### src/hdl/flash_cmd_pkg.sv
// constants, codes and types for the flash command and read interface
// assumes one 40 MHz clock; pins are synchronised inside the design
package flash_cmd_pkg;
   localparam logic [7:0] CMD_READ_ARRAY = 8'hFF;
   localparam logic [7:0] CMD_READ_ID = 8'h90;
   localparam logic [7:0] CMD_READ_QUERY = 8'h98;
   localparam logic [7:0] CMD_READ_STATUS = 8'h70;
   localparam logic [7:0] CMD_CLEAR_STATUS = 8'h50;
   localparam logic [7:0] CMD_WORD_PROG = 8'h40;
   localparam logic [7:0] CMD_BUF_PROG = 8'hE8;
   localparam logic [7:0] CMD_FACTORY_PROG = 8'h80;
   localparam logic [7:0] CMD_ERASE = 8'h20;
   localparam logic [7:0] CMD_CONFIRM = 8'hD0;
   localparam logic [7:0] CMD_SUSPEND = 8'hB0;
   localparam logic [7:0] CMD_LOCK_SETUP = 8'h60;
   localparam logic [7:0] CMD_LOCK = 8'h01;
   localparam logic [7:0] CMD_LOCK_DOWN = 8'h2F;
   localparam logic [7:0] CMD_RCR_SET = 8'h03;
   localparam logic [7:0] CMD_OTP_PROG = 8'hC0;
   localparam logic [7:0] CMD_BLANK_CHECK = 8'hBC;
   localparam logic [7:0] CMD_EXT_FUNC = 8'hEB;
   localparam int BUF_WORDS = 512;
   localparam int PAGE_WORDS = 16;
   localparam int PAGE_BITS = 4;
   localparam int SR_READY = 7;
   localparam int SR_ERASE_SUSP = 6;
   localparam int SR_ERASE_ERR = 5;
   localparam int SR_PROG_ERR = 4;
   localparam int SR_PROG_SUSP = 2;
   localparam int RCR_PAGE_BIT = 15;
   localparam int RCR_WAIT_POL_BIT = 10;
   localparam int RCR_ADDR_LSB = 0;
   localparam logic [15:0] RCR_RESET = 16'h8000;
   localparam logic [7:0] ID_OFS_MAKER = 8'h00;
   localparam logic [7:0] ID_OFS_DEVICE = 8'h01;
   localparam logic [7:0] ID_OFS_RCR = 8'h05;
   localparam int CLK_PERIOD_NS = 25;
   localparam int OP_TIME_NS = 10000;
   localparam int OP_CYCLES = OP_TIME_NS / CLK_PERIOD_NS;
   typedef enum logic [1:0] {RD_ARRAY, RD_ID, RD_STATUS, RD_QUERY} read_state_t;
   typedef enum logic [3:0] {
      OP_NONE, OP_WORD_PROG, OP_BUF_LOAD, OP_BUF_PROG, OP_ERASE, OP_LOCK, OP_UNLOCK,
      OP_LOCK_DOWN, OP_OTP_PROG, OP_BLANK_CHECK, OP_EXT_FUNC
   } op_kind_t;
   typedef enum logic [3:0] {
      CMD_IDLE, CMD_SECOND, CMD_BUF_COUNT, CMD_BUF_DATA, CMD_BUF_CONFIRM, CMD_FAST_CONFIRM,
      CMD_FAST_DATA, CMD_EXT_SUBOP, CMD_EXT_COUNT, CMD_EXT_DATA, CMD_EXT_CONFIRM
   } cmd_state_t;
endpackage

### src/hdl/flash_command_read_interface.sv
// command interface and asynchronous read path of a parallel nor flash
// assumes an outside array answers array_page_in for array_addr_out combinationally
`timescale 1ns/10ps
module flash_command_read_interface #(
   parameter int AW = 26,
   parameter int DW = 16,
   parameter int OP_CYCLES = flash_cmd_pkg::OP_CYCLES,
   parameter logic [15:0] MAKER_CODE = 16'h00A5,  // arbitrary value
   parameter logic [15:0] DEVICE_CODE = 16'h005A  // arbitrary value
) (
   input wire logic clk_in,
   input wire logic rst_in,
   input wire logic pin_rst_n_in,
   input wire logic ce_n_in,
   input wire logic we_n_in,
   input wire logic oe_n_in,
   input wire logic address_valid_n_in,
   input wire logic [AW-1:0] addr_in,
   input wire logic [DW-1:0] dq_in,
   input wire logic [flash_cmd_pkg::PAGE_WORDS*DW-1:0] array_page_in,
   input wire logic [DW-1:0] query_word_in,
   output logic [DW-1:0] dq_out,
   output logic dq_oe_out,
   output logic wait_out,
   output logic [AW-1:0] array_addr_out,
   output logic op_valid_out,
   output flash_cmd_pkg::op_kind_t op_kind_out,
   output logic [AW-1:0] op_addr_out,
   output logic [DW-1:0] op_data_out,
   output logic ready_out
);
   localparam int SW = AW + DW + 5;
   localparam int CW = $clog2(flash_cmd_pkg::BUF_WORDS);
   localparam int TW = $clog2(OP_CYCLES + 1);

   // refuse sizes the page and config logic cannot serve
   if (AW < 17 || DW != 16 || OP_CYCLES < 1) begin
      $error("flash_command_read_interface: unsupported parameters");
   end

   // pin synchroniser: three stages, a change counts once stages two and three agree
   logic [SW-1:0] meta_ff, sync2_ff, sync3_ff, pin_ff;
   logic prst_n, pce_n, pwe_n, poe_n, padv_n;
   logic [AW-1:0] paddr;
   logic [DW-1:0] pdq;

   always_ff @(posedge clk_in or posedge rst_in) begin
      if (rst_in) begin
         meta_ff <= '1;
         sync2_ff <= '1;
         sync3_ff <= '1;
         pin_ff <= '1;
      end else begin
         meta_ff <= {pin_rst_n_in, ce_n_in, we_n_in, oe_n_in, address_valid_n_in, addr_in, dq_in};
         sync2_ff <= meta_ff;
         sync3_ff <= sync2_ff;
         pin_ff <= (sync3_ff & ~(sync2_ff ^ sync3_ff)) | (pin_ff & (sync2_ff ^ sync3_ff));
      end
   end
   assign {prst_n, pce_n, pwe_n, poe_n, padv_n, paddr, pdq} = pin_ff;

   logic dev_rst;
   assign dev_rst = ~prst_n;

   // write capture: last value seen while both strobes low
   logic wr_act, wr_act_ff, wr_end;
   logic [AW-1:0] cap_addr_ff;
   logic [DW-1:0] cap_data_ff;
   logic [7:0] code;
   assign wr_act = ~pce_n & ~pwe_n;
   assign wr_end = wr_act_ff & ~wr_act;
   assign code = cap_data_ff[7:0];

   always_ff @(posedge clk_in or posedge rst_in) begin
      if (rst_in) begin
         wr_act_ff <= 1'b0;
         cap_addr_ff <= '0;
         cap_data_ff <= '0;
      end else begin
         wr_act_ff <= wr_act;
         if (wr_act) begin
            cap_addr_ff <= paddr;
            cap_data_ff <= pdq;
         end
      end
   end

   // command decode
   flash_cmd_pkg::cmd_state_t state_ff, nxt_state;
   flash_cmd_pkg::read_state_t read_ff, nxt_read;
   logic [7:0] setup_ff;
   logic [CW-1:0] cnt_ff, nxt_cnt;
   logic [DW-1:0] sub_ff;
   logic busy_ff, susp_ff, erase_op_ff;
   logic [TW-1:0] timer_ff;
   logic start_op, seq_err, clr_sr, do_susp, do_resume, set_rcr, emit;
   flash_cmd_pkg::op_kind_t kind;
   logic [DW-1:0] emit_data;
   logic running;
   assign running = busy_ff & ~susp_ff;

   always_comb begin
      nxt_state = state_ff;
      nxt_read = read_ff;
      nxt_cnt = cnt_ff;
      start_op = 1'b0;
      seq_err = 1'b0;
      clr_sr = 1'b0;
      do_susp = 1'b0;
      do_resume = 1'b0;
      set_rcr = 1'b0;
      emit = 1'b0;
      kind = flash_cmd_pkg::OP_NONE;
      emit_data = cap_data_ff;
      if (wr_end) begin
         unique case (state_ff)
            flash_cmd_pkg::CMD_IDLE: begin
               if (code == flash_cmd_pkg::CMD_READ_ARRAY) begin
                  nxt_read = flash_cmd_pkg::RD_ARRAY;
               end else if (code == flash_cmd_pkg::CMD_READ_ID) begin
                  nxt_read = flash_cmd_pkg::RD_ID;
               end else if (code == flash_cmd_pkg::CMD_READ_QUERY) begin
                  nxt_read = flash_cmd_pkg::RD_QUERY;
               end else if (code == flash_cmd_pkg::CMD_READ_STATUS) begin
                  nxt_read = flash_cmd_pkg::RD_STATUS;
               end else if (code == flash_cmd_pkg::CMD_SUSPEND) begin
                  do_susp = running;
                  nxt_read = flash_cmd_pkg::RD_STATUS;
               end else if (busy_ff) begin
                  // a running part takes nothing here; a suspended part takes only resume and status clear
                  do_resume = susp_ff && code == flash_cmd_pkg::CMD_CONFIRM;
                  clr_sr = susp_ff && code == flash_cmd_pkg::CMD_CLEAR_STATUS;
               end else if (code == flash_cmd_pkg::CMD_CLEAR_STATUS) begin
                  clr_sr = 1'b1;
               end else if (code == flash_cmd_pkg::CMD_BUF_PROG) begin
                  nxt_state = flash_cmd_pkg::CMD_BUF_COUNT;
                  nxt_read = flash_cmd_pkg::RD_STATUS;
               end else if (code == flash_cmd_pkg::CMD_EXT_FUNC) begin
                  nxt_state = flash_cmd_pkg::CMD_EXT_SUBOP;
                  nxt_read = flash_cmd_pkg::RD_STATUS;
               end else if (code == flash_cmd_pkg::CMD_WORD_PROG ||
                            code == flash_cmd_pkg::CMD_FACTORY_PROG ||
                            code == flash_cmd_pkg::CMD_ERASE ||
                            code == flash_cmd_pkg::CMD_LOCK_SETUP ||
                            code == flash_cmd_pkg::CMD_OTP_PROG ||
                            code == flash_cmd_pkg::CMD_BLANK_CHECK) begin
                  nxt_state = flash_cmd_pkg::CMD_SECOND;
               end
            end
            flash_cmd_pkg::CMD_SECOND: begin
               nxt_state = flash_cmd_pkg::CMD_IDLE;
               nxt_read = flash_cmd_pkg::RD_STATUS;
               emit = 1'b1;
               unique case (setup_ff)
                  flash_cmd_pkg::CMD_WORD_PROG: begin
                     kind = flash_cmd_pkg::OP_WORD_PROG;
                     start_op = 1'b1;
                  end
                  flash_cmd_pkg::CMD_OTP_PROG: begin
                     kind = flash_cmd_pkg::OP_OTP_PROG;
                     start_op = 1'b1;
                  end
                  flash_cmd_pkg::CMD_ERASE: begin
                     kind = flash_cmd_pkg::OP_ERASE;
                     start_op = code == flash_cmd_pkg::CMD_CONFIRM;
                  end
                  flash_cmd_pkg::CMD_BLANK_CHECK: begin
                     kind = flash_cmd_pkg::OP_BLANK_CHECK;
                     start_op = code == flash_cmd_pkg::CMD_CONFIRM;
                  end
                  flash_cmd_pkg::CMD_FACTORY_PROG: begin
                     emit = 1'b0;
                     if (code == flash_cmd_pkg::CMD_CONFIRM) begin
                        nxt_state = flash_cmd_pkg::CMD_FAST_DATA;
                        nxt_cnt = CW'(flash_cmd_pkg::BUF_WORDS - 1);
                     end
                  end
                  default: begin
                     // lock setup shares its first code with the config register
                     if (code == flash_cmd_pkg::CMD_RCR_SET) begin
                        set_rcr = 1'b1;
                        emit = 1'b0;
                        nxt_read = flash_cmd_pkg::RD_ARRAY;
                     end else if (code == flash_cmd_pkg::CMD_LOCK) begin
                        kind = flash_cmd_pkg::OP_LOCK;
                     end else if (code == flash_cmd_pkg::CMD_CONFIRM) begin
                        kind = flash_cmd_pkg::OP_UNLOCK;
                     end else if (code == flash_cmd_pkg::CMD_LOCK_DOWN) begin
                        kind = flash_cmd_pkg::OP_LOCK_DOWN;
                     end else begin
                        emit = 1'b0;
                     end
                  end
               endcase
               if (emit == 1'b0 && set_rcr == 1'b0 &&
                   nxt_state == flash_cmd_pkg::CMD_IDLE) begin
                  seq_err = 1'b1;
               end
               if (start_op == 1'b0 && (setup_ff == flash_cmd_pkg::CMD_ERASE ||
                                        setup_ff == flash_cmd_pkg::CMD_BLANK_CHECK)) begin
                  seq_err = 1'b1;
                  emit = 1'b0;
               end
            end
            flash_cmd_pkg::CMD_BUF_COUNT, flash_cmd_pkg::CMD_EXT_COUNT: begin
               if (cap_data_ff >= DW'(flash_cmd_pkg::BUF_WORDS)) begin
                  seq_err = 1'b1;
                  nxt_state = flash_cmd_pkg::CMD_IDLE;
               end else begin
                  nxt_cnt = cap_data_ff[CW-1:0];
                  nxt_state = (state_ff == flash_cmd_pkg::CMD_BUF_COUNT) ?
                     flash_cmd_pkg::CMD_BUF_DATA : flash_cmd_pkg::CMD_EXT_DATA;
               end
            end
            flash_cmd_pkg::CMD_BUF_DATA, flash_cmd_pkg::CMD_EXT_DATA,
            flash_cmd_pkg::CMD_FAST_DATA: begin
               emit = 1'b1;
               kind = flash_cmd_pkg::OP_BUF_LOAD;
               nxt_cnt = cnt_ff - 1'b1;
               if (cnt_ff == '0) begin
                  unique case (state_ff)
                     flash_cmd_pkg::CMD_BUF_DATA: nxt_state = flash_cmd_pkg::CMD_BUF_CONFIRM;
                     flash_cmd_pkg::CMD_EXT_DATA: nxt_state = flash_cmd_pkg::CMD_EXT_CONFIRM;
                     default: begin
                        start_op = 1'b1;
                        nxt_state = flash_cmd_pkg::CMD_IDLE;
                     end
                  endcase
               end
            end
            flash_cmd_pkg::CMD_BUF_CONFIRM, flash_cmd_pkg::CMD_EXT_CONFIRM: begin
               nxt_state = flash_cmd_pkg::CMD_IDLE;
               if (code == flash_cmd_pkg::CMD_CONFIRM) begin
                  start_op = 1'b1;
                  emit = 1'b1;
                  kind = (state_ff == flash_cmd_pkg::CMD_BUF_CONFIRM) ?
                     flash_cmd_pkg::OP_BUF_PROG : flash_cmd_pkg::OP_EXT_FUNC;
                  if (state_ff == flash_cmd_pkg::CMD_EXT_CONFIRM) begin
                     emit_data = sub_ff;
                  end
               end else begin
                  seq_err = 1'b1;
               end
            end
            flash_cmd_pkg::CMD_EXT_SUBOP: begin
               nxt_state = flash_cmd_pkg::CMD_EXT_COUNT;
            end
            default: begin
               nxt_state = flash_cmd_pkg::CMD_IDLE;
            end
         endcase
         if (seq_err) begin
            nxt_read = flash_cmd_pkg::RD_STATUS;
         end
      end
   end

   // sequence state and read state
   always_ff @(posedge clk_in or posedge rst_in) begin
      if (rst_in) begin
         state_ff <= flash_cmd_pkg::CMD_IDLE;
         read_ff <= flash_cmd_pkg::RD_ARRAY;
         setup_ff <= '0;
         cnt_ff <= '0;
         sub_ff <= '0;
      end else if (dev_rst) begin
         state_ff <= flash_cmd_pkg::CMD_IDLE;
         read_ff <= flash_cmd_pkg::RD_ARRAY;
         cnt_ff <= '0;
      end else begin
         state_ff <= nxt_state;
         read_ff <= nxt_read;
         cnt_ff <= nxt_cnt;
         if (wr_end && state_ff == flash_cmd_pkg::CMD_IDLE) begin
            setup_ff <= code;
         end
         if (wr_end && state_ff == flash_cmd_pkg::CMD_EXT_SUBOP) begin
            sub_ff <= cap_data_ff;
         end
      end
   end

   // internally timed operation with suspend; the engine only runs from a command
   always_ff @(posedge clk_in or posedge rst_in) begin
      if (rst_in) begin
         busy_ff <= 1'b0;
         susp_ff <= 1'b0;
         erase_op_ff <= 1'b0;
         timer_ff <= '0;
      end else if (dev_rst) begin
         busy_ff <= 1'b0;
         susp_ff <= 1'b0;
         timer_ff <= '0;
      end else if (start_op) begin
         busy_ff <= 1'b1;
         susp_ff <= 1'b0;
         erase_op_ff <= kind == flash_cmd_pkg::OP_ERASE;
         timer_ff <= TW'(OP_CYCLES - 1);
      end else if (do_susp) begin
         susp_ff <= 1'b1;
      end else if (do_resume) begin
         susp_ff <= 1'b0;
      end else if (running) begin
         if (timer_ff == '0) begin
            busy_ff <= 1'b0;
         end else begin
            timer_ff <= timer_ff - 1'b1;
         end
      end
   end

   // status errors: a new error wins over a clear in the same cycle
   logic [1:0] err_ff;
   always_ff @(posedge clk_in or posedge rst_in) begin
      if (rst_in) begin
         err_ff <= '0;
      end else if (dev_rst) begin
         err_ff <= '0;
      end else if (seq_err) begin
         err_ff <= 2'h3;
      end else if (clr_sr) begin
         err_ff <= '0;
      end
   end

   logic [DW-1:0] status;
   always_comb begin
      status = '0;
      status[flash_cmd_pkg::SR_READY] = ~busy_ff | susp_ff;
      status[flash_cmd_pkg::SR_ERASE_SUSP] = susp_ff & erase_op_ff;
      status[flash_cmd_pkg::SR_PROG_SUSP] = susp_ff & ~erase_op_ff;
      status[flash_cmd_pkg::SR_ERASE_ERR] = err_ff[1];
      status[flash_cmd_pkg::SR_PROG_ERR] = err_ff[0];
   end

   // read configuration: value comes from the address lines of the writes
   logic [15:0] rcr_ff;
   always_ff @(posedge clk_in or posedge rst_in) begin
      if (rst_in) begin
         rcr_ff <= flash_cmd_pkg::RCR_RESET;
      end else if (dev_rst) begin
         rcr_ff <= flash_cmd_pkg::RCR_RESET;
      end else if (set_rcr) begin
         rcr_ff <= cap_addr_ff[flash_cmd_pkg::RCR_ADDR_LSB +: 16];
      end
   end

   // operation strobe to the array engine
   always_ff @(posedge clk_in or posedge rst_in) begin
      if (rst_in) begin
         op_valid_out <= 1'b0;
         op_kind_out <= flash_cmd_pkg::OP_NONE;
         op_addr_out <= '0;
         op_data_out <= '0;
         ready_out <= 1'b1;
      end else begin
         op_valid_out <= emit & ~dev_rst;
         ready_out <= status[flash_cmd_pkg::SR_READY];
         if (emit) begin
            op_kind_out <= kind;
            op_addr_out <= cap_addr_ff;
            op_data_out <= emit_data;
         end
      end
   end

   // read path; the burst clock pin has no port, so it cannot disturb these reads
   logic [AW-1:0] rd_addr_ff;
   logic [flash_cmd_pkg::PAGE_WORDS*DW-1:0] page_ff;
   logic [AW-flash_cmd_pkg::PAGE_BITS-1:0] tag_ff;
   logic page_vld_ff, rd_act, page_load;
   logic [DW-1:0] rd_word;
   assign rd_act = ~pce_n & ~poe_n & pwe_n & prst_n;
   // without the page bit every read resenses, which costs latency but stays correct
   assign page_load = ~rcr_ff[flash_cmd_pkg::RCR_PAGE_BIT] | ~page_vld_ff |
      (tag_ff != array_addr_out[AW-1:flash_cmd_pkg::PAGE_BITS]);

   always_ff @(posedge clk_in or posedge rst_in) begin
      if (rst_in) begin
         rd_addr_ff <= '0;
         array_addr_out <= '0;
      end else begin
         if (~padv_n) begin
            rd_addr_ff <= paddr;  // high address-valid holds the latched address
         end
         array_addr_out <= rd_addr_ff;
      end
   end

   always_ff @(posedge clk_in or posedge rst_in) begin
      if (rst_in) begin
         page_ff <= '0;
         tag_ff <= '0;
         page_vld_ff <= 1'b0;
      end else if (dev_rst || wr_end) begin
         page_vld_ff <= 1'b0;
      end else if (page_load) begin
         page_ff <= array_page_in;
         tag_ff <= array_addr_out[AW-1:flash_cmd_pkg::PAGE_BITS];
         page_vld_ff <= 1'b1;
      end
   end

   always_comb begin
      rd_word = '0;
      unique case (read_ff)
         flash_cmd_pkg::RD_ARRAY: begin
            rd_word = page_ff[rd_addr_ff[flash_cmd_pkg::PAGE_BITS-1:0]*DW +: DW];
         end
         flash_cmd_pkg::RD_STATUS: begin
            rd_word = status;
         end
         flash_cmd_pkg::RD_ID: begin
            if (rd_addr_ff[7:0] == flash_cmd_pkg::ID_OFS_MAKER) begin
               rd_word = MAKER_CODE;
            end else if (rd_addr_ff[7:0] == flash_cmd_pkg::ID_OFS_DEVICE) begin
               rd_word = DEVICE_CODE;
            end else if (rd_addr_ff[7:0] == flash_cmd_pkg::ID_OFS_RCR) begin
               rd_word = rcr_ff;
            end
         end
         flash_cmd_pkg::RD_QUERY: begin
            rd_word = query_word_in;
         end
      endcase
   end

   always_ff @(posedge clk_in or posedge rst_in) begin
      if (rst_in) begin
         dq_out <= '0;
         dq_oe_out <= 1'b0;
         wait_out <= ~flash_cmd_pkg::RCR_RESET[flash_cmd_pkg::RCR_WAIT_POL_BIT];
      end else begin
         dq_out <= rd_word;
         dq_oe_out <= rd_act;
         wait_out <= ~rcr_ff[flash_cmd_pkg::RCR_WAIT_POL_BIT];
      end
   end
endmodule
### config.mk
export PLATFORM = sky130hd
export DESIGN_NAME = flash_command_read_interface
export DESIGN_NICKNAME = d
export VERILOG_FILES = /design/src/hdl/flash_cmd_pkg.sv /design/src/hdl/flash_command_read_interface.sv
export SDC_FILE = /design/constraint.sdc
export NUM_CORES = 1
export LEC_CHECK = 0
export BUFFER_PORTS_ARGS = -buffer_cell sky130_fd_sc_hd__buf_4
export CAP_MARGIN = 20
export CORE_UTILIZATION = 45
export CTS_CLUSTER_DIAMETER = 200
export DETAILED_ROUTE_END_ITERATION = 10
export PLACE_DENSITY_LB_ADDON = 0.08
export SLEW_MARGIN = 25
export SYNTH_ARGS = -nofsm -noshare
export SYNTH_HDL_FRONTEND = slang
export SYNTH_SLANG_ARGS = --single-unit
### constraint.sdc
create_clock -name clk_in -period 24.4 [get_ports clk_in]
set_input_delay 1.22 -clock clk_in [delete_from_list [all_inputs] [get_ports clk_in]]
set_output_delay 1.22 -clock clk_in [all_outputs]
set_load 0.03 [all_outputs]
# == Yosys cells after proc, flatten, opt, wreduce, memory -nomap -nowiden ==
# Index checks and enable logic that the tools add are counted.
# op_classes
n_addsub,2
n_lt_le_gt_ge,1
n_eq_ne,65
n_shift,1
n_mux,137
bitwise,32
n_reduce_logical,38
# ops
op,n
$shiftx A256 B9 Y16,1
$mux W16,9
$eq A8 B8 Y1 const B,13
$mux W9,11
$and A47 B47 Y47,2
$mux W4,20
$pmux W16 S4,1
$mux W1,62
$not A47 Y47,1
$or A47 B47 Y47,1
$xor A47 B47 Y47,1
$eq A8 B7 Y1 const B,5
$pmux W4 S5,2
$ne A3 B3 Y1 const B,13
$mux W2,17
$pmux W9 S3,1
$eq A8 B6 Y1 const B,3
$ne A22 B22 Y1,1
$logic_not A9 Y1,2
$mux W3,6
$ne A9 B8 Y1 const B,2
$sub A9 B1 Y9 const B,2
$eq A4 B3 Y1 const B,4
$eq A8 B1 Y1 const B,2
36 further kinds,94
# word_totals
regBits,697
inputBits,321
out_inout_bits,92
wordCells,307

# == Longest topological paths before layout ==
# Gate-level depths: netlist of the first run.
# logic_depth
depth_word,19
depth_mapped,11
ltp_nobuf,8

# == Worst setup path before layout of the first run ==
# No wires, ideal clock.
# synth_timing
path_kind,register to register
start,register cap_data_ff[5]
end,register op_addr_out[0]
setup_ns,0.125
arrival_time_ns,2.472
required_time_ns,24.275
setup_slack_ns,21.803
path_stages_with_launch,11
path_buffers,5
period_less_slack_ns,2.597
path_cell_list,dfrtp_1 > buf_6 > or4b_1 > buf_2 > or3_1 > buf_6 > o21ai_4 > a22oi_2 > buf_6 > buf_12 > mux2_4
# synth_via
elab_chain_cells,11
word_cells_on_any_way,20
classes_between,4 x eq/ne; 14 x mux; 1 x bitwise; 1 x reduce/logical
# synth_rtl
element,line_no,source
"start, declared",flash_command_read_interface.sv:68,logic [DW-1:0] cap_data_ff;
"start signal, assigned",flash_command_read_interface.sv:83,cap_data_ff <= pdq;
$eq A8 B6 Y1,flash_command_read_interface.sv:188,end else if (code == flash_cmd_pkg::CMD_LOCK_DOWN) begin
$mux W1,flash_command_read_interface.sv:188,
$mux W1,flash_command_read_interface.sv:186,end else if (code == flash_cmd_pkg::CMD_CONFIRM) begin
$mux W1,flash_command_read_interface.sv:184,end else if (code == flash_cmd_pkg::CMD_LOCK) begin
$mux W1,flash_command_read_interface.sv:180,if (code == flash_cmd_pkg::CMD_RCR_SET) begin
$pmux W1 S2,flash_command_read_interface.sv:154,unique case (setup_ff)
$mux W1,flash_command_read_interface.sv:116,unique case (state_ff)
$mux W1,flash_command_read_interface.sv:115,if (wr_end) begin
$mux W1,flash_command_read_interface.sv:199,if (start_op == 1'b0 && (setup_ff == flash_cmd_pkg::CMD_ERASE ||
$pmux W1 S3 *,flash_command_read_interface.sv:116,
$mux W1 *,flash_command_read_interface.sv:115,
"end signal, assigned",flash_command_read_interface.sv:361,op_addr_out <= cap_addr_ff;
"end, declared",flash_command_read_interface.sv:28,"output logic [AW-1:0] op_addr_out,"
# Every way passes the cells marked *; elsewhere a longest branch is shown, timed or not. The select of a mux whose other input is x is not followed.
# A chain may end at the register's enable or synchronous reset.

==> reports/qor.log, run 1 <==
[outcome] status complete, no violations
[synth] proportion of register bits with asynchronous set or reset after synthesis 100%
[critical_path] number of cells on the worst reg-to-reg path 7
[clock_tree] hold buffer count at CTS 0
[sta] count of final setup violators 0
[clock_tree] clock input transition at the sequential cells of the worst setup and hold paths 60 ps
[clock_tree] maximum number of buffers from clock root to sink 3
[synth] primary flip-flop cell chosen by synthesis mapping sky130_fd_sc_hd__dfrtp_1
[synth] top-area cell type share of the netlist area 45.4%
[pwr] VDD IR-drop max 47.9 µV
[synth] Warnings, synthesis 0
[clock_tree] root buffer selected by CTS sky130_fd_sc_hd__clkbuf_16
[cells_and_area] FF/Latch Area 17700 µm²
[sta] WHS 346 ps
[synth] adder and majority cell fraction of the synthesized area 1.83%
[global_routing] initial antenna violation count 20
[critical_path] worst flop-to-flop path endpoint page_ff[91]
[detailed_routing] first-pass iteration count of the detailed router 5
[clock_tree] clk_lat worst skew 630 ps
[sta] Tmin final 4420 ps
[synth] dominant combinational cell family by area after synthesis multiplexers
[critical_path] Crit Path Category flop to flop
[cells_and_area] Fill cells 4982
[global_routing] GRT Total Usage 22.9%
[cells_and_area] P&R area growth vs syn 23.6%
[detailed_routing] post-detailed-route wirelength per cell 23.0 µm
[detailed_routing] total vias in the final route 16600
[sta] actual slew at the worst max-slew pin 919 ps
[critical_path] CP arrival 4920 ps
[cells_and_area] net count reported at finish 2545
[detailed_routing] detail-routed via count per cell 5.37
[min_path] path type of the worst min-delay path flop to flop
[critical_path] type of origin of the critical path flop
[clock_tree] count of H-tree levels built during CTS 3
[synth] number of flip-flops and latches in the synthesized netlist 696
[cells_and_area] area of the multi-input gates 9680 µm²
[critical_path] worst setup path endpoint page_ff[91]
[critical_path] category of the worst setup path capture point flop
[place] Detailed Place HPWL 49.4 mm
[synth] sequential element share of the synthesized area 63.5%
[critical_path] cell class contributing the biggest share of worst-path delay buffers and inverters
[pwr] leak pwr 0.0149 µW
[detailed_routing] Iteration-0 DRC Markers 970
[critical_path] maximum cell stage delay along the critical path 780 ps
[cells_and_area] share of layout cells above drive strength 1 54.3%
[pwr] total power consumption of the routed design 3250 µW
[critical_path] CP Cell Sequence inv_1 -> nor2_1 -> a21boi_4 -> buf_4 -> buf_12 -> buf_16 -> mux2_2
[sta] unrepaired setup endpoints after global routing no
[sta] final worst slack 19980 ps
[synth] Cells after Synth 1808
[global_routing] pin count of the biggest net entering global routing 192
[sta] setup tns final 0 ps
[pwr] power density cells 94.6 nW/µm²
[detailed_routing] routed wire length 70.8 mm
[floorplanning] die outline area 62800 µm²
[clock_tree] setup fix buffers added after clock tree synthesis 0
[sta] number of hold-slack violations in the final timing report 0
[synth] EDFF count, synth 0
[place] Post-Place Setup Slack 20060 ps
[global_routing] first-pass GRT wire length 108 mm
[sta] worst rel slew slack 38.7%
[sta] Period Utilization, post-route 18.1%
[job] number of max-cap violations 0
[critical_path] critical path fanouts, max 118
[floorplanning] height of the chip 251 µm
[clock_tree] TritonCTS sink count 696
[critical_path] worst-path cell with the longest stage delay sky130_fd_sc_hd__buf_4
[critical_path] Crit path required time 24900 ps
[synth] cell type contributing the most total cell area after synthesis sky130_fd_sc_hd__dfrtp_1
[synth] compound-cell area share of the yosys netlist 4.60%
[critical_path] count of cell instances traversed by the critical path 7
[synth] average footprint of a synthesized cell 15.4 µm²
[synth] syn nets 2132
[floorplanning] count of standard-cell rows 90
[cells_and_area] final core utilization 56.6%
[floorplanning] starting utilization of the core area 45.8%
[synth] Post-Synth XOR/XNOR Area 1.20%
[synth] top cells by area, synth sky130_fd_sc_hd__dfrtp_1 (45%), sky130_fd_sc_hd__dfstp_2 (18%), sky130_fd_sc_hd__mux2_2 (15%)
[synth] netlist area before placement 27800 µm²
[synth] fraction of synthesized area in multiplexers 22.8%
[critical_path] R2R Setup Slk 19980 ps
[clock_tree] total of cells resized after clock tree synthesis 0
[clock_tree] cts bufs inserted 75
[detailed_routing] number of nets with antenna violations after detailed routing 0
[floorplanning] I/O pins 413
[detailed_routing] DRC 0
[synth] number of different library cells in the post-synthesis netlist 72
[clock_tree] clock tree from TritonCTS yes
[global_routing] Overflow after GRT 0
[floorplanning] die extent in x 251 µm
[synth] area share of and/or/nand/nor cells after synthesis 4.26%
[critical_path] worst path bufs/invs 4
[place] Final Wtd Congestion 0.889
[sta] clock skew after layout 31.9 ps
[sta] Max Slew Vio Count 0
[global_routing] vias in the first global route 17300
[sta] maximum clock frequency 0.226 GHz
[place] port bufs 412
[floorplanning] total core area 60700 µm²
layer usage:
metal	up-vias	part of all wire [%]	global-route usage (%)
li1	7450	-	-
met1	8576	44	31.6
met2	410	48	35.7
met3	108	5.8	5.61
met4	12	2.4	7.59
met5	-	0.11	0
placed cells by master (no fill, tap or decap), types with 13 or more instances in the layout:
cell type | Yosys | layout
sky130_fd_sc_hd__dfrtp_1 | 505 | 502
sky130_fd_sc_hd__buf_4 | 1 | 435
sky130_fd_sc_hd__a22o_1 | 19 | 19
sky130_fd_sc_hd__o21ai_0 | 35 | 35
sky130_fd_sc_hd__inv_1 | 17 | 16
sky130_fd_sc_hd__clkbuf_1 | 76 | 23
sky130_fd_sc_hd__nand2_1 | 62 | 62
sky130_fd_sc_hd__maj3_1 | 47 | 47
sky130_fd_sc_hd__mux2_2 | 379 | 379
sky130_fd_sc_hd__mux2_4 | 20 | 20
sky130_fd_sc_hd__clkinv_2 | 0 | 13
sky130_fd_sc_hd__dfstp_2 | 191 | 191
sky130_fd_sc_hd__nand3_1 | 20 | 20
sky130_fd_sc_hd__mux4_2 | 70 | 70
sky130_fd_sc_hd__clkbuf_16 | 0 | 75
sky130_fd_sc_hd__clkbuf_8 | 0 | 18
sky130_fd_sc_hd__a21oi_1 | 35 | 35
sky130_fd_sc_hd__mux2i_1 | 19 | 19
sky130_fd_sc_hd__diode_2 | 0 | 15
sky130_fd_sc_hd__xnor2_1 | 27 | 27
sky130_fd_sc_hd__nor2_1 | 44 | 43
sky130_fd_sc_hd__a211oi_1 | 25 | 25
cells by family (layout without fill, tap and decap cells):
| family | Yosys count | after routing |
|---|---|---|
| other | 0 | 15 |
| buffers and inverters | 122 | 598 |
| AND/OR/NAND/NOR | 228 | 228 |
| multiplexers | 488 | 488 |
| flip-flops | 696 | 696 |
| AO/OA/AOI/OAI | 186 | 186 |
| adder cells (fa/ha/maj) | 50 | 50 |
| XOR/XNOR | 38 | 38 |
synth_stat cells, types with 6 or more instances:
| cell | instances |
|---|---|
| sky130_fd_sc_hd__clkbuf_1 | 76 |
| sky130_fd_sc_hd__xor2_1 | 11 |
| sky130_fd_sc_hd__o21ai_0 | 35 |
| sky130_fd_sc_hd__nand3_1 | 20 |
| sky130_fd_sc_hd__a211oi_1 | 25 |
| sky130_fd_sc_hd__a21oi_1 | 35 |
| sky130_fd_sc_hd__nand4_1 | 12 |
| sky130_fd_sc_hd__nor4_1 | 12 |
| sky130_fd_sc_hd__nor2b_1 | 12 |
| sky130_fd_sc_hd__nor3_1 | 13 |
| sky130_fd_sc_hd__mux2_4 | 20 |
| sky130_fd_sc_hd__or2_2 | 6 |
| sky130_fd_sc_hd__mux2i_1 | 19 |
| sky130_fd_sc_hd__a31oi_1 | 7 |
| sky130_fd_sc_hd__mux4_2 | 70 |
| sky130_fd_sc_hd__a22o_1 | 19 |
| sky130_fd_sc_hd__nand2_1 | 62 |
| sky130_fd_sc_hd__o21ai_1 | 11 |
| sky130_fd_sc_hd__dfstp_2 | 191 |
| sky130_fd_sc_hd__inv_1 | 17 |
| sky130_fd_sc_hd__xnor2_1 | 27 |
| sky130_fd_sc_hd__and2_1 | 7 |
| sky130_fd_sc_hd__nand2b_1 | 6 |
| sky130_fd_sc_hd__nor2_1 | 44 |
| sky130_fd_sc_hd__buf_1 | 17 |
| sky130_fd_sc_hd__dfrtp_1 | 505 |
| sky130_fd_sc_hd__buf_2 | 6 |
| sky130_fd_sc_hd__a22oi_1 | 9 |
| sky130_fd_sc_hd__maj3_1 | 47 |
| sky130_fd_sc_hd__or3_1 | 6 |
| sky130_fd_sc_hd__mux2_2 | 379 |
worst min-delay path by stage:
stage                   end   startpoint  cells after the start  slack [ps]
3_5_place_dp   sync2_ff[11]  meta_ff[11]                      0         350
5_1_grt        sync2_ff[45]  meta_ff[45]                      0         350
3_3_place_gp   sync2_ff[14]  meta_ff[14]                      0         350
2_1_floorplan   sync2_ff[0]   meta_ff[0]                      0         350
4_1_cts        sync2_ff[44]  meta_ff[44]                      0         350
6_report       sync2_ff[44]  meta_ff[44]                      0         350
worst register-to-register path: cells and delay by family, from the launching register on:
kind | cells | cell delay, ps
AO/OA/AOI/OAI | 1 | 610
buffers and inverters | 4 | 2080
flip-flops | 1 | 730
multiplexers | 1 | 580
AND/OR/NAND/NOR | 1 | 300
area by class of cell:
cell class                 instances  area share, %
sequential                       696           51.4
clock inverter                    24          0.965
antenna                           15          0.109
inverter                          17          0.207
tap                              782           2.85
clock buffer                     116           6.43
multi-input combinational        990           28.2
timing repair buffer             441           9.89
power by group:
| group | switching, µW | internal, µW |
|---|---|---|
| combinational | 299 | 323 |
| sequential | 140 | 1350 |
| clock | 473 | 665 |
flip-flops by register name, indices dropped and copies added (netlist names), 16 cells and up, named ones only:
register,flops
array_addr_out,26
cap_addr_ff,26
cap_data_ff,16
dq_out,16
meta_ff,47
op_addr_out,26
op_data_out,16
page_ff,256
rcr_ff,16
rd_addr_ff,26
sub_ff,16
sync2_ff,47
sync3_ff,47
tag_ff,22
stage by stage:
step	area, µm²	instances
after global placement	31700	2922
after global routing	34400	3079
after CTS	34200	3062
final	34400	3081
after detailed placement	31700	2922
after floorplan	27800	1808
Power figures use the tool's default switching activity.
==> inputs of run 2 (changes only) <==
clock period = 3.9 ns   (was 24.4 ns; I/O delays follow)
==> reports/qor.log, run 2 (synthesis results as in run 1) <==
[outcome] status complete, no violations
[cells_and_area] commonest non-fill, non-tap cell in the layout sky130_fd_sc_hd__dfrtp_1
[cells_and_area] share of layout cells above drive strength 1 48.0% [-6.3 points]
[floorplanning] total core area 60700 µm² [unchanged]
[sta] Period Utilization, post-route 76.1% [+58 points]
[clock_tree] count of H-tree levels built during CTS 3 [unchanged]
[critical_path] type of origin of the critical path flop
[clock_tree] TritonCTS sink count 696 [unchanged]
[pwr] power share of the clock group 34.5% [-0.5 points]
[sta] Max Slew Vio Count 0 [unchanged]
[clock_tree] root buffer selected by CTS sky130_fd_sc_hd__clkbuf_16
[sta] final worst slack 930 ps [-19050 ps]
[cells_and_area] highest-count cells in the layout ignoring fill and taps sky130_fd_sc_hd__dfrtp_1 (502), sky130_fd_sc_hd__buf_4 (439), sky130_fd_sc_hd__mux2_2 (379)
[floorplanning] count of standard-cell rows 90 [unchanged]
[critical_path] Crit Path Category flop to flop
[floorplanning] die extent in x 251 µm [unchanged]
[clock_tree] maximum number of buffers from clock root to sink 3 [unchanged]
[global_routing] first-pass GRT wire length 117 mm [+8.0%]
[detailed_routing] DRC 0 [unchanged]
[pwr] power density cells 550 nW/µm² [+480%]
[place] Detailed Place HPWL 51.6 mm [+4.5%]
[sta] count of final setup violators 0 [unchanged]
[critical_path] critical path fanouts, max 27 [-77%]
[min_path] worst hold path stage count 4 [+4]
[critical_path] category of the worst setup path capture point flop
[pwr] sw power 5770 µW [+530%]
[clock_tree] clk_lat worst skew 610 ps [-20 ps]
[global_routing] vias in the first global route 19100 [+11%]
[detailed_routing] detail-routed via count per cell 5.28 [-1.8%]
[sta] Tmin final 2970 ps [-1450 ps]
[floorplanning] die outline area 62800 µm² [unchanged]
[global_routing] pin count of the biggest net entering global routing 132 [-31%]
[cells_and_area] register with the highest flop count page_ff
[clock_tree] cts bufs inserted 76 [+1.3%]
[pwr] leak pwr 0.0163 µW [+9.6%]
[critical_path] number of cells on the worst reg-to-reg path 5 [-2]
[detailed_routing] number of nets with antenna violations after detailed routing 0 [unchanged]
[cells_and_area] net count reported at finish 2878 [+13%]
[clock_tree] clock input transition at the sequential cells of the worst setup and hold paths 60 ps [about the same]
[floorplanning] I/O pins 413 [unchanged]
[critical_path] CP arrival 3460 ps [-1460 ps]
[cells_and_area] P&R area growth vs syn 35.6%
[global_routing] initial antenna violation count 14 [-30%]
[sta] actual slew at the worst max-slew pin 957 ps [+38.1 ps]
[floorplanning] height of the chip 251 µm [unchanged]
[detailed_routing] post-detailed-route wirelength per cell 22.1 µm [-3.8%]
[detailed_routing] total vias in the final route 18000 [+8.6%]
[min_path] path type of the worst min-delay path input pin to flop
[place] Post-Place Setup Slack 931 ps [-19130 ps]
[clock_tree] clock tree from TritonCTS yes
[pwr] net switching share of the total power 27.8% [-0.22 points]
[sta] number of hold-slack violations in the final timing report 0 [unchanged]
[cells_and_area] flip-flop count of the largest register, all copies and words added 256 [unchanged]
[pwr] logic gate share of total power 20.2% [+1.1 points]
[global_routing] Overflow after GRT 0 [unchanged]
[job] number of max-cap violations 0 [unchanged]
[sta] worst rel slew slack 36.2% [-2.5 points]
[pwr] VDD IR-drop max 415 µV [+770%]
[place] port bufs 412 [unchanged]
[clock_tree] setup fix buffers added after clock tree synthesis 0 [unchanged]
[place] Final Wtd Congestion 0.852 [-4.2%]
[detailed_routing] Iteration-0 DRC Markers 982 [+1.2%]
[sta] setup tns final 0 ps [unchanged]
[pwr] part of the power in registers 45.3% [-0.6 points]
[sta] maximum clock frequency 0.337 GHz [+49%]
[detailed_routing] routed wire length 75.3 mm [+6.5%]
[sta] clock skew after layout 21.9 ps [-10.1 ps]
[global_routing] GRT Total Usage 24.5% [+1.6 points]
[sta] unrepaired setup endpoints after global routing no
[pwr] Pint 15000 µW [+540%]
[floorplanning] starting utilization of the core area 45.8% [unchanged]
[detailed_routing] first-pass iteration count of the detailed router 5 [unchanged]
[critical_path] Crit path required time 4390 ps [-20510 ps]
[run 2: changes by cell type in the layout (fill, tap and decap cells not counted), moves of 4 or more]
cell and change:
sky130_fd_sc_hd__inv_6 +5, sky130_fd_sc_hd__clkinv_16 -4, sky130_fd_sc_hd__buf_4 +4, sky130_fd_sc_hd__diode_2 -5, sky130_fd_sc_hd__buf_12 +13, sky130_fd_sc_hd__dlygate4sd3_1 +319
[run 2: final timing paths]
path	start	endpoint	slack [ps]
max	rd_addr_ff[0]	dq_out[9]	930
min	query_word_in[4]	dq_out[4]	100
max reg2reg	rd_addr_ff[0]	dq_out[9]	930
min reg2reg	meta_ff[27]	sync2_ff[27]	350
max in group asynchronous	rst_in	cap_addr_ff[17]	2410
min in group asynchronous	rst_in	op_valid_out	340
[run 2: area by class of cell]
type / instances / area [µm²]
inverter: 17 / 67.6
clock inverter: 24 / 239
timing repair buffer: 773 / 6790
clock buffer: 117 / 2280
multi-input combinational: 990 / 9680
sequential: 696 / 17700
antenna: 10 / 25.0
fill: 4621 / 23000
tap: 782 / 978
[run 2: power by group through the flow]
stage | combinational, µW | clock (µW) | sequential [µW]
2_1_floorplan | 2480 | 0 | 9320
3_3_place_gp | 3880 | 0 | 9460
3_5_place_dp | 3930 | 0 | 9500
4_1_cts | 4230 | 7340 | 9390
5_1_grt | 4500 | 7630 | 9550
6_report | 4200 | 7160 | 9390
[run 2: timing repair]
action	CTS	global route
hold endpoints to repair	336	0
hold buffers	319	0
gates resized for setup	0	0
[run 2: worst max-delay path, stage by stage (launching register included)]
cell,delay [ps]
sky130_fd_sc_hd__dfrtp_4,830
sky130_fd_sc_hd__buf_4,330
sky130_fd_sc_hd__mux4_2,530
sky130_fd_sc_hd__a211oi_1,650
sky130_fd_sc_hd__a211oi_1,180
sky130_fd_sc_hd__a221o_1,310
[run 2: metal layers]
| metal | global-route usage [%] | routed length [µm] | part of all wire [%] | vias up |
|---|---|---|---|---|
| li1 | - | - | - | 8090 |
| met1 | 34.0 | 33300 | 44 | 9349 |
| met2 | 38.9 | 36500 | 48 | 411 |
| met3 | 5.15 | 3670 | 4.9 | 129 |
| met4 | 7.26 | 1920 | 2.5 | 6 |
| met5 | 0 | 41 | 0.054 | - |
[run 2: metrics by stage]
stage | power (µW) | utilization [%] | cells | hold WS, ps | instance area [µm²]
after global routing | 21700 | 62.1 | 3409 | 116 | 37700
after global placement | 13300 | 52.7 | 2939 | 303 | 32000
after detailed placement | 13400 | 52.7 | 2939 | 304 | 32000
after CTS | 21000 | 62.1 | 3399 | 53.7 | 37700
after floorplan | 11800 | - | 1808 | 199 | 27800
final | 20700 | 62.1 | 3409 | 96.1 | 37700
==> inputs of run 3 (changes only) <==
ABC_AREA = 1   (was unset)
clock period = 2.9 ns   (was 3.9 ns; I/O delays follow)
==> reports/qor.log, run 3 <==
[cells_and_area] register with the highest flop count page_ff
[place] DP Area 32500 µm² [+1.5%]
[synth] number of different library cells in the post-synthesis netlist 56 [-22%]
[cells_and_area] Fill cells 5168 [+12%]
[detailed_routing] routed wire length 90.7 mm [+20%]
[global_routing] pin count of the biggest net entering global routing 138 [+4.5%]
[clock_tree] cts bufs inserted 76 [unchanged]
[synth] cell with the most instances after synthesis sky130_fd_sc_hd__nand2_1
[job] number of max-cap violations 0 [unchanged]
[detailed_routing] first-pass iteration count of the detailed router 6 [+1]
[synth] Cells after Synth 2986 [+65%]
[critical_path] Crit Path Category flop to flop
[critical_path] type of origin of the critical path flop
[clock_tree] clk_lat worst skew 640 ps [+30 ps]
[sta] clock skew after layout 35.8 ps [+13.9 ps]
[synth] netlist area before placement 28500 µm² [+2.4%]
[detailed_routing] number of nets with antenna violations after detailed routing 0 [unchanged]
[global_routing] GRT Total Usage 28.3% [+3.8 points]
[detailed_routing] Iteration-0 DRC Markers 2216 [+130%]
[cells_and_area] highest-count cells in the layout ignoring fill and taps sky130_fd_sc_hd__nand2_1 (882), sky130_fd_sc_hd__dfrtp_1 (503), sky130_fd_sc_hd__buf_4 (453)
[pwr] power density cells 760 nW/µm² [+38%]
[critical_path] CP arrival 3290 ps [-170 ps]
[sta] actual slew at the worst max-slew pin 950 ps [-7.21 ps]
[clock_tree] clock input transition at the sequential cells of the worst setup and hold paths 60 ps [about the same]
[cells_and_area] final cell count without fillers 4583 [+34%]
[critical_path] Crit path required time 3460 ps [-930 ps]
[place] placed instance count 4124 [+40%]
[sta] unrepaired setup endpoints after global routing no
[cells_and_area] Final Instance Area 38200 µm² [+1.2%]
[cells_and_area] net count reported at finish 4008 [+39%]
[cells_and_area] share of layout cells above drive strength 1 22.5% [-25 points]
[synth] Warnings, synthesis 0 [unchanged]
[critical_path] category of the worst setup path capture point flop
[clock_tree] clock tree from TritonCTS yes
[place] Detailed Place HPWL 60.5 mm [+17%]
[critical_path] CP Cell Sequence xnor2_1 -> nand3_1 -> nor4_1 -> nand3_4 -> nand2_8 -> buf_12 -> nand2_1 -> nand2_1
[synth] leading cell types by count after synthesis sky130_fd_sc_hd__nand2_1 (882), sky130_fd_sc_hd__dfrtp_1 (505), sky130_fd_sc_hd__nand3_1 (341), sky130_fd_sc_hd__o21ai_0 (255), sky130_fd_sc_hd__dfstp_2 (191)
[floorplanning] starting utilization of the core area 45.8% [about the same]
[critical_path] R2R Setup Slk 170 ps [-760 ps]
[global_routing] first-pass GRT wire length 140 mm [+20%]
[place] Final Wtd Congestion 0.895 [+5.0%]
[global_routing] vias in the first global route 24500 [+28%]
[detailed_routing] DRC 0 [unchanged]
[pwr] leak pwr 0.0182 µW [+12%]
[synth] top-area cell type share of the netlist area 44.4% [-1.1 points]
[sta] Tmin final 2730 ps [-239 ps]
[critical_path] number of cells on the worst reg-to-reg path 8 [+3]
[critical_path] Top cell by count, worst path sky130_fd_sc_hd__nand2_1
[cells_and_area] final core utilization 61.4% [-0.75 points]
[sta] WHS 86.9 ps [-9.24 ps]
[clock_tree] maximum number of buffers from clock root to sink 3 [unchanged]
[critical_path] CP Launch Point array_addr_out[22]
[outcome] status complete, no violations
[critical_path] worst setup path endpoint page_ff[220]
[sta] Max Slew Vio Count 0 [unchanged]
[place] port bufs 412 [unchanged]
[clock_tree] setup fix buffers added after clock tree synthesis 0 [unchanged]
[floorplanning] count of standard-cell rows 91 [+1.1%]
[cells_and_area] commonest non-fill, non-tap cell in the layout sky130_fd_sc_hd__nand2_1
[critical_path] worst-path cell with the longest stage delay sky130_fd_sc_hd__nor4_1
[detailed_routing] total vias in the final route 24200 [+34%]
[synth] number of flip-flops and latches in the synthesized netlist 696 [unchanged]
[critical_path] startpoint of the worst register-to-register path array_addr_out[22]
[clock_tree] count of H-tree levels built during CTS 3 [unchanged]
[pwr] VDD IR-drop max 564 µV [+36%]
[critical_path] critical path fanouts, max 51 [+89%]
[synth] cell type contributing the most total cell area after synthesis sky130_fd_sc_hd__dfrtp_1
[cells_and_area] flip-flop count of the largest register, all copies and words added 256 [unchanged]
[sta] count of final setup violators 0 [unchanged]
[detailed_routing] detail-routed via count per cell 5.28 [about the same]
[synth] sequential element share of the synthesized area 62.0% [-1.5 points]
[synth] primary flip-flop cell chosen by synthesis mapping sky130_fd_sc_hd__dfrtp_1
[synth] average footprint of a synthesized cell 9.54 µm² [-38%]
[clock_tree] TritonCTS sink count 696 [unchanged]
[min_path] worst hold path stage count 5 [+1]
[global_routing] initial antenna violation count 2 [-12]
[sta] setup tns final 0 ps [unchanged]
[floorplanning] I/O pins 413 [unchanged]
[synth] top cells by area, synth sky130_fd_sc_hd__dfrtp_1 (44%), sky130_fd_sc_hd__dfstp_2 (18%), sky130_fd_sc_hd__nand2_1 (12%)
[floorplanning] die extent in x 254 µm [+1.2%]
[floorplanning] die outline area 64300 µm² [+2.4%]
[sta] worst rel slew slack 36.6% [+0.41 points]
[synth] syn nets 3310 [+55%]
[floorplanning] total core area 62200 µm² [+2.4%]
[sta] number of hold-slack violations in the final timing report 0 [unchanged]
[sta] Period Utilization, post-route 94.2% [+18 points]
[global_routing] Overflow after GRT 0 [unchanged]
[detailed_routing] post-detailed-route wirelength per cell 19.8 µm [-10%]
[synth] proportion of register bits with asynchronous set or reset after synthesis 100% [unchanged]
[synth] EDFF count, synth 0 [unchanged]
[critical_path] worst flop-to-flop path endpoint page_ff[220]
[floorplanning] height of the chip 254 µm [+1.2%]
[cells_and_area] P&R area growth vs syn 33.9%
[critical_path] maximum cell stage delay along the critical path 590 ps [-240 ps]
[clock_tree] root buffer selected by CTS sky130_fd_sc_hd__clkbuf_16
[min_path] path type of the worst min-delay path input pin to flop
[sta] maximum clock frequency 0.366 GHz [+8.7%]
==> run 3: changes by cell type in the layout (fill, tap and decap cells not counted), moves of 106 or more <==
cell	before	now
sky130_fd_sc_hd__nor2_1	43	149
sky130_fd_sc_hd__nand2_1	62	882
sky130_fd_sc_hd__mux2_2	379	0
sky130_fd_sc_hd__inv_1	16	135
sky130_fd_sc_hd__nand3_1	20	341
sky130_fd_sc_hd__o21ai_0	35	255
==> run 3: per-stage QoR <==
stage	worst slack (ps)	power [µW]
after CTS	253	29200
final	169	29000
after detailed placement	308	19100
after global routing	18.0	30400
after floorplan	-6620	16400
after global placement	326	19000
==> run 3: worst min path at each step <==
stage,start,to
finish,query_word_in[2],dq_out[2]
global placement,rst_in,page_ff[68]
global route,query_word_in[2],dq_out[2]
detailed placement,rst_in,page_ff[68]
CTS,query_word_in[2],dq_out[2]
floorplan,dq_in[0],meta_ff[0]
==> run 3: cells by family after synthesis <==
logic type                 synth area share, %
AOI/OAI and AO/OA                         9.94
buffers and inverters                     4.86
adders and majority gates                 1.78
DFF                                       62.0
xor gates and xnor gates                 0.400
and+or+nand+nor                           21.0
==> run 3: area by class of cell <==
class / instances / area (µm²) / area share (%)
inverters: 158 / 597 / 1.56
repair buffers: 786 / 6870 / 18.0
well taps: 837 / 1050 / 2.74
flip-flops and latches: 696 / 17700 / 46.3
clock buffers: 115 / 2230 / 5.85
diodes: 2 / 5.00 / 0.0131
multi-input cells: 1966 / 9470 / 24.8
clock inverters: 23 / 280 / 0.734
==> run 3: report_power, final <==
| part | internal (µW) | switching [µW] | total, µW |
|---|---|---|---|
| clock | 5560 | 4060 | 9620 |
| combinational | 2470 | 4300 | 6770 |
| sequential | 11500 | 1120 | 12600 |
==> run 3: layer usage <==
metal	part of all wire, %	routed length (µm)	up-vias	GRT usage, %
met4	3.2	2910	0	9.41
met2	47	42900	831	45.8
met5	0	0	-	0
met1	43	39300	11900	38.9
li1	-	-	11300	-
met3	6.1	5540	159	4.68
==> run 3: worst max-delay path: cells and delay by family, from the launching register on <==
family	cells	cell delay (ps)
flops	1	420
simple gates	6	1690
xor+xnor	1	190
buf+inv	1	280
==> run 3: timing repair <==
| action | CTS | global route |
|---|---|---|
| gates resized for setup | 0 | 0 |
| endpoints found under the setup margin | 0 | 0 |
| hold endpoints to repair | 371 | 0 |
| hold buffers | 319 | 0 |
